## config.mk

```make
export PLATFORM = sky130hd
export DESIGN_NAME = pt1_filter
export DESIGN_NICKNAME = d
export VERILOG_FILES = /design/src/include/pt1_pkg.sv /design/src/verilog/pt1_tick_gen.sv /design/src/verilog/pt1_div.sv /design/src/verilog/pt1_filter.sv
export SDC_FILE = /design/constraint.sdc
export NUM_CORES = 2
export LEC_CHECK = 0
export BUFFER_PORTS_ARGS = -buffer_cell sky130_fd_sc_hd__buf_2
export CAP_MARGIN = 10
export CORE_AREA = 5 5 355 426
export DETAILED_ROUTE_END_ITERATION = 12
export DIE_AREA = 0 0 360 431
export PLACE_DENSITY = 0.65
export SLEW_MARGIN = 20
export SYNTH_ARGS = -nofsm -noshare
export SYNTH_HDL_FRONTEND = slang
export SYNTH_SLANG_ARGS = --single-unit
```

## constraint.sdc

```tcl
create_clock -name ref_clk -period 28 [get_ports ref_clk]
set_input_delay 0 -clock ref_clk [delete_from_list [all_inputs] [get_ports ref_clk]]
set_output_delay 0 -clock ref_clk [all_outputs]
set_load 0.02 [all_outputs]
```

## src/include/pt1_pkg.sv

```systemverilog
// Purpose: Shared constants and types of the PT1 smoothing filter.
// Assumes: A 40 MHz system clock and a 32-bit AXI4-Lite register port.
// Notes: Times are kept in their own unit; cycle counts derive from them.
package pt1_pkg;
  // Clock and time base.
  localparam int unsigned CLK_HZ = 40_000_000;
  localparam int unsigned MS_PER_S = 1000;
  localparam int unsigned CLKS_PER_MS = CLK_HZ / MS_PER_S;
  // Recovery time resolution is 0.1 s, so one unit is 100 ms.
  localparam int unsigned TG_UNIT_MS = 100;
  // Recovery times up to this many units use the short scan period.
  localparam int unsigned TG_SHORT = 10;
  localparam int unsigned TA_SHORT_MS = 10;
  // Longer recovery times scan at one hundredth of the recovery time.
  localparam int unsigned TA_DIV = 100;
  // Gain is in percent: this value is unity.
  localparam int unsigned GAIN_UNITY = 100;
  // Register byte offsets.
  localparam int ADDR_W = 8;
  localparam logic [7:0] OFF_CTRL = 8'h00;
  localparam logic [7:0] OFF_RECOV = 8'h04;
  localparam logic [7:0] OFF_GAIN = 8'h08;
  localparam logic [7:0] OFF_CYCLE = 8'h0c;
  localparam logic [7:0] OFF_INPUT = 8'h10;
  localparam logic [7:0] OFF_OUTPUT = 8'h14;
  localparam logic [7:0] OFF_STATUS = 8'h18;
  localparam logic [7:0] OFF_IRQ_STAT = 8'h1c;
  localparam logic [7:0] OFF_IRQ_MASK = 8'h20;
  // Field positions.
  localparam int CTRL_EN_BIT = 0;
  localparam int ST_CARRY_BIT = 0;
  localparam int ST_RUN_BIT = 1;
  localparam int IRQ_SCAN_BIT = 0;
  localparam int IRQ_CARRY_BIT = 1;
  localparam int IRQ_W = 2;
  // Reset values.
  localparam logic [15:0] RST_RECOV = 16'h000a;
  localparam logic [15:0] RST_GAIN = 16'h0064;
  localparam logic [15:0] RST_CYCLE = 16'h0001;
  // Output range limits.
  localparam logic signed [15:0] Y_MAX = 16'sh7fff;
  localparam logic signed [15:0] Y_MIN = -16'sh8000;
  // Bus responses.
  localparam logic [1:0] RESP_OKAY = 2'b00;
  localparam logic [1:0] RESP_SLVERR = 2'b10;
  // Evaluation sequencer states.
  typedef enum logic [3:0] {
    PT1_IDLE = 4'b0001,
    PT1_START = 4'b0010,
    PT1_DIV = 4'b0100,
    PT1_UPD = 4'b1000
  } pt1_state_e;
endpackage : pt1_pkg

```

## src/verilog/pt1_tick_gen.sv

```systemverilog
// Purpose: Millisecond base and device cycle tick for the filter.
// Assumes: One system clock; cycle length in whole milliseconds.
// Notes: A cycle length of zero is run as one millisecond.
`timescale 1ns/1ps
`default_nettype none
module pt1_tick_gen #(
  parameter int unsigned CLKS_PER_MS = pt1_pkg::CLKS_PER_MS
) (
  // Clock and reset.
  input wire logic ref_clk,
  input wire logic nrst,
  // Cycle length in ms and the resulting tick.
  input wire logic [15:0] cycle_ms,
  output logic cycle_tick
);
  import pt1_pkg::*;
  localparam int CW = $clog2(CLKS_PER_MS + 1);
  localparam logic [CW-1:0] CLK_LAST = CW'(CLKS_PER_MS - 1);
  logic [CW-1:0] clk_cnt_q;
  logic [15:0] ms_cnt_q;
  logic cycle_tick_q;
  logic ms_tick;
  logic [15:0] cyc_len;

  // Millisecond prescaler: one enable pulse per millisecond.
  assign ms_tick = (clk_cnt_q == CLK_LAST);
  assign cyc_len = (cycle_ms == 16'h0000) ? 16'h0001 : cycle_ms;
  assign cycle_tick = cycle_tick_q;

  // Free running clock counter.
  always_ff @(posedge ref_clk) begin
    if (!nrst || ms_tick) begin
      clk_cnt_q <= '0;
    end else begin
      clk_cnt_q <= clk_cnt_q + CW'(1);
    end
  end

  // Counts milliseconds into device cycles; a count already past a shortened length ends the cycle at the next millisecond.
  always_ff @(posedge ref_clk) begin
    if (!nrst) begin
      ms_cnt_q <= 16'h0000;
      cycle_tick_q <= 1'b0;
    end else begin
      cycle_tick_q <= 1'b0;
      if (ms_tick) begin
        if (ms_cnt_q + 16'h0001 >= cyc_len) begin
          ms_cnt_q <= 16'h0000;
          cycle_tick_q <= 1'b1;
        end else begin
          ms_cnt_q <= ms_cnt_q + 16'h0001;
        end
      end
    end
  end
endmodule : pt1_tick_gen
`default_nettype wire

```

## src/verilog/pt1_div.sv

```systemverilog
// Purpose: Serial restoring unsigned divider, one quotient bit per clock.
// Assumes: Divisor is never zero while a division runs.
// Notes: Clear aborts a running division without a done pulse.
`timescale 1ns/1ps
`default_nettype none
module pt1_div #(
  parameter int NW = 64,
  parameter int DW = 32
) (
  // Clock and reset.
  input wire logic ref_clk,
  input wire logic nrst,
  input wire logic clear,
  // Operands and start.
  input wire logic start,
  input wire logic [NW-1:0] num,
  input wire logic [DW-1:0] den,
  // Result.
  output logic busy,
  output logic done,
  output logic [NW-1:0] quo
);
  localparam int CW = $clog2(NW + 1);
  logic [DW:0] rem_q;
  logic [NW-1:0] quo_q;
  logic [CW-1:0] cnt_q;
  logic busy_q;
  logic done_q;
  logic [DW:0] trial;
  logic ge;

  assign trial = {rem_q[DW-1:0], quo_q[NW-1]};
  assign ge = (trial >= {1'b0, den});
  assign busy = busy_q;
  assign done = done_q;
  assign quo = quo_q;

  // Shift-subtract loop; the divisor is held steady by the caller.
  always_ff @(posedge ref_clk) begin
    if (!nrst || clear) begin
      busy_q <= 1'b0;
      done_q <= 1'b0;
      cnt_q <= '0;
      rem_q <= '0;
      quo_q <= '0;
    end else begin
      done_q <= 1'b0;
      if (start && !busy_q) begin
        busy_q <= 1'b1;
        quo_q <= num;
        rem_q <= '0;
        cnt_q <= CW'(NW);
      end else if (busy_q) begin
        quo_q <= {quo_q[NW-2:0], ge};
        rem_q <= ge ? (trial - {1'b0, den}) : trial;
        cnt_q <= cnt_q - CW'(1);
        if (cnt_q == CW'(1)) begin
          busy_q <= 1'b0;
          done_q <= 1'b1;
        end
      end
    end
  end
endmodule : pt1_div
`default_nettype wire

```

## src/verilog/pt1_filter.sv

```systemverilog
// Purpose: First-order low-pass smoothing filter with an AXI4-Lite port.
// Assumes: Software writes samples and settings; one 40 MHz clock.
// Notes: Each scan runs a 64-cycle division, far shorter than a cycle.
// How it works
// - Enable high runs the filter; enable low holds reset with output zero.
// - Each input sample is multiplied by the gain factor before smoothing.
// - Gain is unsigned percent; 100 is unity, 50 is one half.
// - Recovery time counts in 0.1 s units, 0 to 65535.
// - First evaluation after start or reset loads the output with the input.
// - Scan period is 10 ms up to 1000 ms, else recovery time over 100.
// - Term is scan over recovery time times gain-scaled input minus output.
// - Effective scan period is a whole number of device cycles.
// - Carry flag is set while the output leaves -32768 to +32767.
// - Step response is exponential, near 0.63 after one recovery time.
`timescale 1ns/1ps
`default_nettype none
module pt1_filter #(
  parameter int unsigned CLKS_PER_MS = pt1_pkg::CLKS_PER_MS
) (
  // Clock and reset.
  input wire logic ref_clk,
  input wire logic nrst,
  // AXI4-Lite write address.
  input wire logic [pt1_pkg::ADDR_W-1:0] s_axi_awaddr,
  input wire logic s_axi_awvalid,
  output logic s_axi_awready,
  // AXI4-Lite write data.
  input wire logic [31:0] s_axi_wdata,
  input wire logic [3:0] s_axi_wstrb,
  input wire logic s_axi_wvalid,
  output logic s_axi_wready,
  // AXI4-Lite write response.
  output logic [1:0] s_axi_bresp,
  output logic s_axi_bvalid,
  input wire logic s_axi_bready,
  // AXI4-Lite read address.
  input wire logic [pt1_pkg::ADDR_W-1:0] s_axi_araddr,
  input wire logic s_axi_arvalid,
  output logic s_axi_arready,
  // AXI4-Lite read data.
  output logic [31:0] s_axi_rdata,
  output logic [1:0] s_axi_rresp,
  output logic s_axi_rvalid,
  input wire logic s_axi_rready,
  // Interrupt.
  output logic irq
);
  import pt1_pkg::*;

  // Bus state.
  logic aw_got_q;
  logic w_got_q;
  logic [ADDR_W-1:0] awaddr_q;
  logic [31:0] wdata_q;
  logic [3:0] wstrb_q;
  logic bvalid_q;
  logic [1:0] bresp_q;
  logic rvalid_q;
  logic [1:0] rresp_q;
  logic [31:0] rdata_q;
  logic do_write;
  logic wr_known;
  logic rd_known;
  logic [31:0] rd_word;
  // Settings and sample.
  logic en_q;
  logic [15:0] recov_q;
  logic [15:0] gain_q;
  logic [15:0] cycle_q;
  logic signed [15:0] in_q;
  // Filter state.
  pt1_state_e state_q;
  logic signed [15:0] y_q;
  logic carry_q;
  logic first_q;
  logic [31:0] elapsed_q;
  logic neg_q;
  logic [63:0] num_q;
  logic [31:0] den_q;
  // Interrupt state.
  logic [IRQ_W-1:0] sticky_q;
  logic [IRQ_W-1:0] mask_q;
  logic [IRQ_W-1:0] evt;
  logic scan_evt;
  logic carry_evt;
  // Arithmetic.
  logic cycle_tick;
  logic [31:0] tg_ms;
  logic [31:0] ta_ms;
  logic [31:0] ta_eff;
  logic [31:0] tg_eff;
  logic [31:0] cyc_ms;
  logic scan_due;
  logic signed [33:0] gain_x;
  logic signed [33:0] diff_w;
  logic [33:0] diff_mag;
  logic div_busy;
  logic div_done;
  logic [63:0] quo;
  logic signed [35:0] step_w;
  logic signed [35:0] sum_w;

  // Merges the enabled low byte lanes into a 16-bit setting.
  function automatic logic [15:0] merge16(input logic [15:0] old,
                                          input logic [31:0] wd,
                                          input logic [3:0] ws);
    logic [15:0] r;
    r = old;
    if (ws[0]) r[7:0] = wd[7:0];
    if (ws[1]) r[15:8] = wd[15:8];
    return r;
  endfunction : merge16

  // Write channel: address and data are taken in either order.
  assign s_axi_awready = !aw_got_q && !bvalid_q;
  assign s_axi_wready = !w_got_q && !bvalid_q;
  assign do_write = aw_got_q && w_got_q && !bvalid_q;
  assign s_axi_bvalid = bvalid_q;
  assign s_axi_bresp = bresp_q;
  assign s_axi_arready = !rvalid_q;
  assign s_axi_rvalid = rvalid_q;
  assign s_axi_rresp = rresp_q;
  assign s_axi_rdata = rdata_q;

  // Only the register words below are writable; the rest answer SLVERR.
  always_comb begin
    case (awaddr_q)
      OFF_CTRL, OFF_RECOV, OFF_GAIN, OFF_CYCLE, OFF_INPUT,
      OFF_IRQ_STAT, OFF_IRQ_MASK: wr_known = 1'b1;
      default: wr_known = 1'b0;
    endcase
  end

  // Captures write address and data and produces the response.
  always_ff @(posedge ref_clk) begin
    if (!nrst) begin
      aw_got_q <= 1'b0;
      w_got_q <= 1'b0;
      awaddr_q <= '0;
      wdata_q <= 32'h0000_0000;
      wstrb_q <= 4'h0;
      bvalid_q <= 1'b0;
      bresp_q <= RESP_OKAY;
    end else begin
      if (s_axi_awvalid && s_axi_awready) begin
        aw_got_q <= 1'b1;
        awaddr_q <= s_axi_awaddr;
      end
      if (s_axi_wvalid && s_axi_wready) begin
        w_got_q <= 1'b1;
        wdata_q <= s_axi_wdata;
        wstrb_q <= s_axi_wstrb;
      end
      if (do_write) begin
        aw_got_q <= 1'b0;
        w_got_q <= 1'b0;
        bvalid_q <= 1'b1;
        bresp_q <= wr_known ? RESP_OKAY : RESP_SLVERR;
      end else if (bvalid_q && s_axi_bready) begin
        bvalid_q <= 1'b0;
      end
    end
  end

  // Read mux; unused upper bits read as zero, except input and output, which read sign-extended.
  always_comb begin
    rd_known = 1'b1;
    rd_word = 32'h0000_0000;
    case (s_axi_araddr)
      OFF_CTRL: rd_word[CTRL_EN_BIT] = en_q;
      OFF_RECOV: rd_word[15:0] = recov_q;
      OFF_GAIN: rd_word[15:0] = gain_q;
      OFF_CYCLE: rd_word[15:0] = cycle_q;
      OFF_INPUT: rd_word = 32'(in_q);
      OFF_OUTPUT: rd_word = 32'(y_q);
      OFF_STATUS: begin
        rd_word[ST_CARRY_BIT] = carry_q;
        rd_word[ST_RUN_BIT] = !state_q[0] || div_busy;
      end
      OFF_IRQ_STAT: rd_word[IRQ_W-1:0] = sticky_q;
      OFF_IRQ_MASK: rd_word[IRQ_W-1:0] = mask_q;
      default: rd_known = 1'b0;
    endcase
  end

  // Read channel: data registered on the address handshake.
  always_ff @(posedge ref_clk) begin
    if (!nrst) begin
      rvalid_q <= 1'b0;
      rresp_q <= RESP_OKAY;
      rdata_q <= 32'h0000_0000;
    end else if (s_axi_arvalid && s_axi_arready) begin
      rvalid_q <= 1'b1;
      rresp_q <= rd_known ? RESP_OKAY : RESP_SLVERR;
      rdata_q <= rd_known ? rd_word : 32'h0000_0000;
    end else if (rvalid_q && s_axi_rready) begin
      rvalid_q <= 1'b0;
    end
  end

  // Settings written by software.
  always_ff @(posedge ref_clk) begin
    if (!nrst) begin
      en_q <= 1'b0;
      recov_q <= RST_RECOV;
      gain_q <= RST_GAIN;
      cycle_q <= RST_CYCLE;
      in_q <= 16'sh0000;
      mask_q <= '0;
    end else if (do_write) begin
      case (awaddr_q)
        OFF_CTRL: if (wstrb_q[0]) en_q <= wdata_q[CTRL_EN_BIT];
        OFF_RECOV: recov_q <= merge16(recov_q, wdata_q, wstrb_q);
        OFF_GAIN: gain_q <= merge16(gain_q, wdata_q, wstrb_q);
        OFF_CYCLE: cycle_q <= merge16(cycle_q, wdata_q, wstrb_q);
        OFF_INPUT: in_q <= merge16(in_q, wdata_q, wstrb_q);
        OFF_IRQ_MASK: if (wstrb_q[0]) mask_q <= wdata_q[IRQ_W-1:0];
        default: ;
      endcase
    end
  end

  // Device cycle tick: the filter is only evaluated on these.
  pt1_tick_gen #(
    .CLKS_PER_MS(CLKS_PER_MS)
  ) u_tick (
    .ref_clk(ref_clk),
    .nrst(nrst),
    .cycle_ms(cycle_q),
    .cycle_tick(cycle_tick)
  );

  // Scan period from the recovery time, both in ms.
  assign tg_ms = 32'(recov_q) * 32'(TG_UNIT_MS);
  assign ta_ms = (32'(recov_q) <= 32'(TG_SHORT)) ? 32'(TA_SHORT_MS)
               : tg_ms / 32'(TA_DIV);
  assign scan_due = (elapsed_q >= ta_ms);
  // A zero recovery time runs as a ratio of one, passing the scaled input.
  assign tg_eff = (tg_ms == 32'h0000_0000) ? 32'h0000_0001 : tg_ms;
  // Clamping the ratio to one keeps an overlong scan from overshooting.
  assign ta_eff = (elapsed_q > tg_eff) ? tg_eff : elapsed_q;

  // A zero cycle length ticks as 1 ms, so it must also count as 1 ms here.
  assign cyc_ms = (cycle_q == 16'h0000) ? 32'h0000_0001 : 32'(cycle_q);

  // Elapsed time grows by whole device cycles only; the loading tick opens the first scan.
  always_ff @(posedge ref_clk) begin
    if (!nrst || !en_q) begin
      elapsed_q <= 32'h0000_0000;
    end else if (state_q == PT1_IDLE && !first_q && scan_due) begin
      elapsed_q <= cycle_tick ? cyc_ms : 32'h0000_0000;
    end else if (cycle_tick && !first_q) begin
      elapsed_q <= elapsed_q + cyc_ms;
    end
  end

  // Gain-scaled input minus the previous output, both in percent units.
  assign gain_x = $signed({1'b0, gain_q}) * in_q;
  assign diff_w = gain_x - $signed(34'(GAIN_UNITY)) * 34'(y_q);
  assign diff_mag = diff_w[33] ? 34'(-diff_w) : 34'(diff_w);

  pt1_div #(
    .NW(64),
    .DW(32)
  ) u_div (
    .ref_clk(ref_clk),
    .nrst(nrst),
    .clear(!en_q),
    .start(state_q == PT1_START),
    .num(num_q),
    .den(den_q),
    .busy(div_busy),
    .done(div_done),
    .quo(quo)
  );

  // Increment and the unsaturated sum; PT1_UPD saturates it.
  always_comb begin
    step_w = $signed({1'b0, quo[34:0]});
    if (neg_q) begin
      step_w = -step_w;
    end
    sum_w = 36'(y_q) + step_w;
  end

  // Evaluation sequencer and filter state.
  always_ff @(posedge ref_clk) begin
    if (!nrst || !en_q) begin
      state_q <= PT1_IDLE;
      y_q <= 16'sh0000;
      carry_q <= 1'b0;
      first_q <= 1'b1;
      neg_q <= 1'b0;
      num_q <= 64'h0;
      den_q <= 32'h0000_0001;
    end else begin
      case (state_q)
        PT1_IDLE: begin
          if (first_q && cycle_tick) begin
            y_q <= in_q;
            carry_q <= 1'b0;
            first_q <= 1'b0;
          end else if (!first_q && scan_due) begin
            // Ratio ta/tg times gain/100 becomes one product over one divisor.
            num_q <= 64'(diff_mag) * 64'(ta_eff);
            den_q <= 32'(GAIN_UNITY) * tg_eff;
            neg_q <= diff_w[33];
            state_q <= PT1_START;
          end
        end
        PT1_START: state_q <= PT1_DIV;
        PT1_DIV: if (div_done) state_q <= PT1_UPD;
        PT1_UPD: begin
          // Repeated fractional steps give the exponential approach.
          if (sum_w > 36'(Y_MAX)) begin
            y_q <= Y_MAX;
            carry_q <= 1'b1;
          end else if (sum_w < 36'(Y_MIN)) begin
            y_q <= Y_MIN;
            carry_q <= 1'b1;
          end else begin
            y_q <= 16'(sum_w);
            carry_q <= 1'b0;
          end
          state_q <= PT1_IDLE;
        end
        default: state_q <= PT1_IDLE;
      endcase
    end
  end

  // Events: each finished evaluation, and carry becoming set.
  assign scan_evt = (state_q == PT1_UPD) || (state_q == PT1_IDLE && en_q
                    && first_q && cycle_tick);
  assign carry_evt = (state_q == PT1_UPD) && !carry_q
                   && ((sum_w > 36'(Y_MAX)) || (sum_w < 36'(Y_MIN)));
  always_comb begin
    evt = '0;
    evt[IRQ_SCAN_BIT] = scan_evt;
    evt[IRQ_CARRY_BIT] = carry_evt;
  end

  // Sticky status, write one to clear; a new event wins over the clear.
  always_ff @(posedge ref_clk) begin
    if (!nrst) begin
      sticky_q <= '0;
    end else if (do_write && awaddr_q == OFF_IRQ_STAT && wstrb_q[0]) begin
      sticky_q <= (sticky_q & ~wdata_q[IRQ_W-1:0]) | evt;
    end else begin
      sticky_q <= sticky_q | evt;
    end
  end

  assign irq = |(sticky_q & mask_q);
endmodule : pt1_filter
`default_nettype wire

```

* Word level (Yosys, flattened, before mapping)
Cells that the tools add are included.
Storage, ports and cells: flip-flop bits (word level) 423, output and inout bits 42, word-level logic and storage cells 206
Cells by class: add/sub/neg operators 9, multipliers 5, div/mod/pow operators 1, order comparisons 7, equal/unequal tests 24, multiplexer cells 47, bitwise operators 8, reductions and logical operators 67
Operators by type and width (count):
- two-way mux 32 bit | 6
- two-way mux 64 bit | 2
- two-way mux 16 bit | 7
- one-hot mux 14 bit (5 select lines) | 1
- multiplier 34 x 32 -> 64 bit | 1
- one-hot mux 16 bit (2 select lines) | 2
- equality test 8 x 5 -> 1 bit, second input constant | 6
- adder 16 x 36 -> 36 bit | 1
- greater-than comparator 36 x 16 -> 1 bit, second input constant | 1
- less-than comparator 36 x 16 -> 1 bit, second input constant | 1
- two-way mux 36 bit | 1
- negation 35 -> 36 bit | 1
- AND reduction 3 bit | 12
- two-way mux 34 bit | 1
- negation 34 bit | 1
- subtractor 33 x 24 -> 34 bit | 1
- greater-or-equal comparator 33 x 32 -> 1 bit | 1
- multiplier 17 x 16 -> 33 bit | 1
- adder 16 x 1 -> 16 bit, second input constant | 2
- adder 32 x 16 -> 32 bit | 1
- divider 23 x 7 -> 32 bit, second input constant | 1
- equality test 8 x 4 -> 1 bit, second input constant | 4
- greater-or-equal comparator 32 bit | 1
- greater-than comparator 32 x 23 -> 1 bit | 1
- 42 further kinds | 111

* Logic depth before layout (Yosys ltp)
depth in word-level cells 8, gate-level depth with buffers 102

* Cells and area by module
Synthesis repeated with hierarchy kept, for this count alone.
Second synthesis, totals: cells, all modules 8687, area total of the unflattened synthesis 74027.2 µm²
By module, submodules not included:
- pt1_filter | times used 1, cells each 7595, area each 65435.3 µm², sequential area each 5305.1 µm²
- pt1_div | times used 1, cells each 850, area each 6546.3 µm², sequential area each 2102.0 µm²
- pt1_tick_gen | times used 1, cells each 242, area each 2045.7 µm², sequential area each 660.6 µm²

* Least setup slack after synthesis
OpenSTA, ideal clock, no wires.
path kind reg2reg, start reg y_q[1], end reg num_q[58], setup time 0.117 ns, arrival time 20.512 ns, data required time 27.883 ns, slack 7.370 ns, stages on the path, launching flop included 98, clock period less this slack 20.630 ns, path through dfxtp_1 ha_1 inv_1 fa_1 inv_1 ha_1 ha_1 inv_1 fa_1 inv_1 a21oi_1 o21ai_0 a21o_1 nand2_1 a21oi_1 o21ai_0 nand2_1 a21oi_1 [62 not listed] o31a_1 a2111oi_0 nor2_1 a2111oi_0 o31ai_1 o21ai_0 o211ai_1 nand3_1 o21ai_0 nand2b_1 a21oi_1 nor2b_1 o21a_1 o21a_1 nor2_1 nor2_1 or3_1 a32o_1
Between the ends: word-level cells in the longest chain between the ends 5
Ends and longest elaborated chain:
- from (decl) | RTL line pt1_filter.sv:73 | logic signed [15:0] y_q;
- from (signal assigned) | RTL line pt1_filter.sv:300 | y_q <= in_q;
- from (signal assigned) | RTL line pt1_filter.sv:322 | y_q <= 16'(sum_w);
- multiplier 6 x 16 -> 22 bit (*) | RTL line pt1_filter.sv:259 | assign diff_w = gain_x - $signed(34'(GAIN_UNITY)) * 34'(y_q);
- subtractor 33 x 24 -> 34 bit (*) | RTL line pt1_filter.sv:259
- negation 34 bit | RTL line pt1_filter.sv:260 | assign diff_mag = diff_w[33] ? 34'(-diff_w) : 34'(diff_w);
- two-way mux 34 bit (*) | RTL line pt1_filter.sv:260
- multiplier 34 x 32 -> 64 bit (*) | RTL line pt1_filter.sv:305 | num_q <= 64'(diff_mag) * 64'(ta_eff);
- to (signal assigned) | RTL line pt1_filter.sv:305
- to (decl) | RTL line pt1_filter.sv:78 | logic [63:0] num_q;
Mark *: on every way between the ends. The rest lies on a longest branch, timed or not. A chain may end at the register's enable or synchronous reset.

* Final worst setup path
start reg y_q[0], end reg num_q[58]
Same word-level chain as after synthesis.

==> flow_summary.toml <==
[pwr]
vdd_drop_max_mv = 0.119
p_per_area_nw_per_um2 = 45.8
power.leakage_nw = 39.0

[timing]
hold_slack_ps = 77.3
setup_viol = 0
rsz0062_at_grt = "no"
finalSetupTns_ps = 0
max_slew_margin = 0.291
layout_setup_ws_ps = 4960
min_period_over_period = 0.823
finalHoldViolCount = 0
period_needed_ps = 23040
worst_pin_slew_ps = 1060
maxSlewViolCount = 0
fmax_ghz = 0.0434
skew_ps = 70.1

[clock_tree]
cts_buffer_depth = 3
clock_sinks = 403
path_clk_slew_ps = 60
h-tree-depth = 2
cts_tree = "built"
numCtsBuffers = 48
cts_root_buf = "clkbuf_16"
cts_hold_buf = 57
cts_setup_buffers = 0
clkLatencyLatePin_ps = 660
post_cts_resized = 0

[floorplan]
dieArea_sq_um = 155000
placementRows = 154
pin_count = 101
start_util = 0.496
die_w_um = 360
core_sq_um = 146000
die_h_um = 431

[route]
avgViaCountPerCell = 5.33
drt-total-wl_um = 183000
dr.first_iter.drc_count = 3312
wl_per_cell_um = 17.1
dr.pass1.iters = 8
drcViolationCount = 0
antenna_left = 0
vias = 57100

[logic_synthesis]
synth-seq-cells = 403
synth_area_sq_um = 72700
synth_cell_type_count = 115
seq_area_frac_synth = 0.111
synth_edf_count = 0
async_flop_share = 0
yosysWarnings = 0
synth-main-ff-cell = "dfxtp_1"
netlist_instances = 8528
postSynthAreaPerCell_sq_um = 8.52

[setup_path]
worst_setup_path_start_kind = "flip-flop"
crit_type = "reg -> reg"
cp-end-kind = "flip-flop"
crit_buf_inv = 9
crit_arrival_ps = 23550
crit_fanout = 23
max_stage_delay_ps = 720
cpMostUsedCell = "a21oi_1"
cp.required_ps = 28500
critPathTopFamily = "compound AO/OA/AOI/OAI gates"
crit_slowest_cell = "xnor2_4"

[job]
drv_cap = 0

[global_route]
grt_use_met3 = 0.0268
antenna_found_initial = 2
grt_use_met1 = 0.310
track_usage = 0.240
grt_max_degree = 94
grt_pass1_vias = 60300
grt_use_met2 = 0.428
grt_overflow = 0
top_usage_layer = "met2"
grt_pass1_wl_um = 307000

[final_layout]
drive_gt1_frac = 0.0467
layout_common_cells = "inv_1 (1630), fa_1 (1223), nand2_1 (1216)"
fillCellCount = 13700
fin_nets = 10700
final_common_cell = "inv_1"
syn_to_final_growth_pct = 8.15

[status]
status = "completed"

[placement]
dp_hpwl_um = 146000
dp_slack_ps = 5030
port_buffers = 80
globalplace.congestion = 0.900

[hold_path]
worstHoldPathType = "in -> reg"
stage by stage:
| step | cell area, sq um | util | power [mW] | instances |
|---|---|---|---|---|
| 6_report | 78600 | 0.537 | 3.60 | 10700 |
| 5_1_grt | 78600 | 0.537 | 4.01 | 10700 |
| 4_1_cts | 78600 | 0.537 | 3.57 | 10700 |
| 3_5_place_dp | 76300 | 0.521 | 2.86 | 10600 |
| 3_3_place_gp | 76300 | 0.521 | 2.85 | 10600 |
| 2_1_floorplan | 73800 | - | 2.41 | 8834 |
metal layers:
metal | part of all wire | wire length [um] | vias to the layer above
met5 | 0 | 0 | -
met4 | 0.031 | 5630 | 0
met3 | 0.051 | 9340 | 324
met2 | 0.50 | 91100 | 1422
met1 | 0.42 | 77200 | 28600
li1 | - | - | 26800
tightest hold or removal path: cells and delay by family:
| family | cells | cell delay, ps |
|---|---|---|
| AO/OA/AOI/OAI | 2 | 290 |
| AND/OR/NAND/NOR | 3 | 270 |
| buffers and inverters | 1 | 110 |
synthesized netlist by cell type, types with 17 or more instances:
cell | n | area (sq um)
buf_2 | 17 | 85.1
a22oi_1 | 24 | 180
fa_1 | 1223 | 24500
and3_1 | 37 | 231
o21ai_0 | 140 | 701
buf_4 | 17 | 128
nand2b_1 | 64 | 400
nor2_1 | 494 | 1850
dfxtp_1 | 403 | 8070
nand2_1 | 1218 | 4570
nand3_1 | 89 | 445
a211oi_1 | 75 | 563
a21oi_1 | 453 | 2270
o31ai_1 | 26 | 195
and2_1 | 218 | 1360
nor2b_1 | 66 | 413
mux2i_1 | 183 | 1830
o211ai_1 | 18 | 135
nor4_1 | 35 | 219
a31oi_1 | 27 | 169
a21o_1 | 93 | 698
xor2_1 | 100 | 876
o21bai_1 | 97 | 728
nor3_1 | 73 | 365
o21a_1 | 34 | 255
o21ai_1 | 30 | 150
buf_1 | 18 | 67.6
nand4_1 | 31 | 194
a22o_1 | 22 | 193
or3_1 | 26 | 163
clkbuf_1 | 339 | 1270
ha_1 | 697 | 8720
inv_1 | 1631 | 6120
xnor2_1 | 239 | 2090
worst paths after layout:
| kind | startpoint | endpoint | slack [ps] | depth (start not counted) |
|---|---|---|---|---|
| worst max-delay path | y_q[0] | num_q[58] | 4960 | 96 |
| worst min-delay path | s_axi_araddr[7] | s_axi_rdata[1] | 80 | 6 |
| worst max register to register | y_q[0] | num_q[58] | 4960 | 96 |
| worst min register to register | den_q[20] | den_q[20] | 450 | 2 |
cells by family after synthesis:
kind of cell / count (synthesis) / share of synthesized area
other: 2 / 0.000103
AOI/OAI and AO/OA: 1199 / 0.108
muxes: 193 / 0.0268
and+or+nand+nor: 2434 / 0.150
adders and majority gates: 1922 / 0.457
xor gates and xnor gates: 341 / 0.0413
buffers and inverters: 2034 / 0.106
DFF: 403 / 0.111
sequential cells by signal, indices dropped and copies added, names as in the netlist, 17 cells and up:
name,cells
num_q,64
u_div.quo,64
elapsed_q,32
u_div.rem_q,32
den_q,28
s_axi_rdata,17
where the power goes:
| group | internal, mW | switching, mW |
|---|---|---|
| Combinational | 1.03 | 1.32 |
| Sequential | 0.577 | 0.00623 |
| Clock | 0.389 | 0.281 |
| Total | 2.00 | 1.60 |
layout make-up:
| cell class | instances | area (sq um) | share of cell area |
|---|---|---|---|
| Multi-Input combinational cell | 6397 | 58500 | 0.744 |
| Sequential cell | 403 | 8070 | 0.103 |
| Inverter | 1641 | 6160 | 0.0784 |
| Tap cell | 1950 | 2440 | 0.0310 |
| Timing Repair Buffer | 238 | 1730 | 0.0220 |
| Clock buffer | 63 | 1340 | 0.0170 |
| Clock inverter | 25 | 344 | 0.00438 |
| Antenna cell | 1 | 2.50 | 0.0000318 |
No activity file was read; power rests on OpenSTA's default activity.
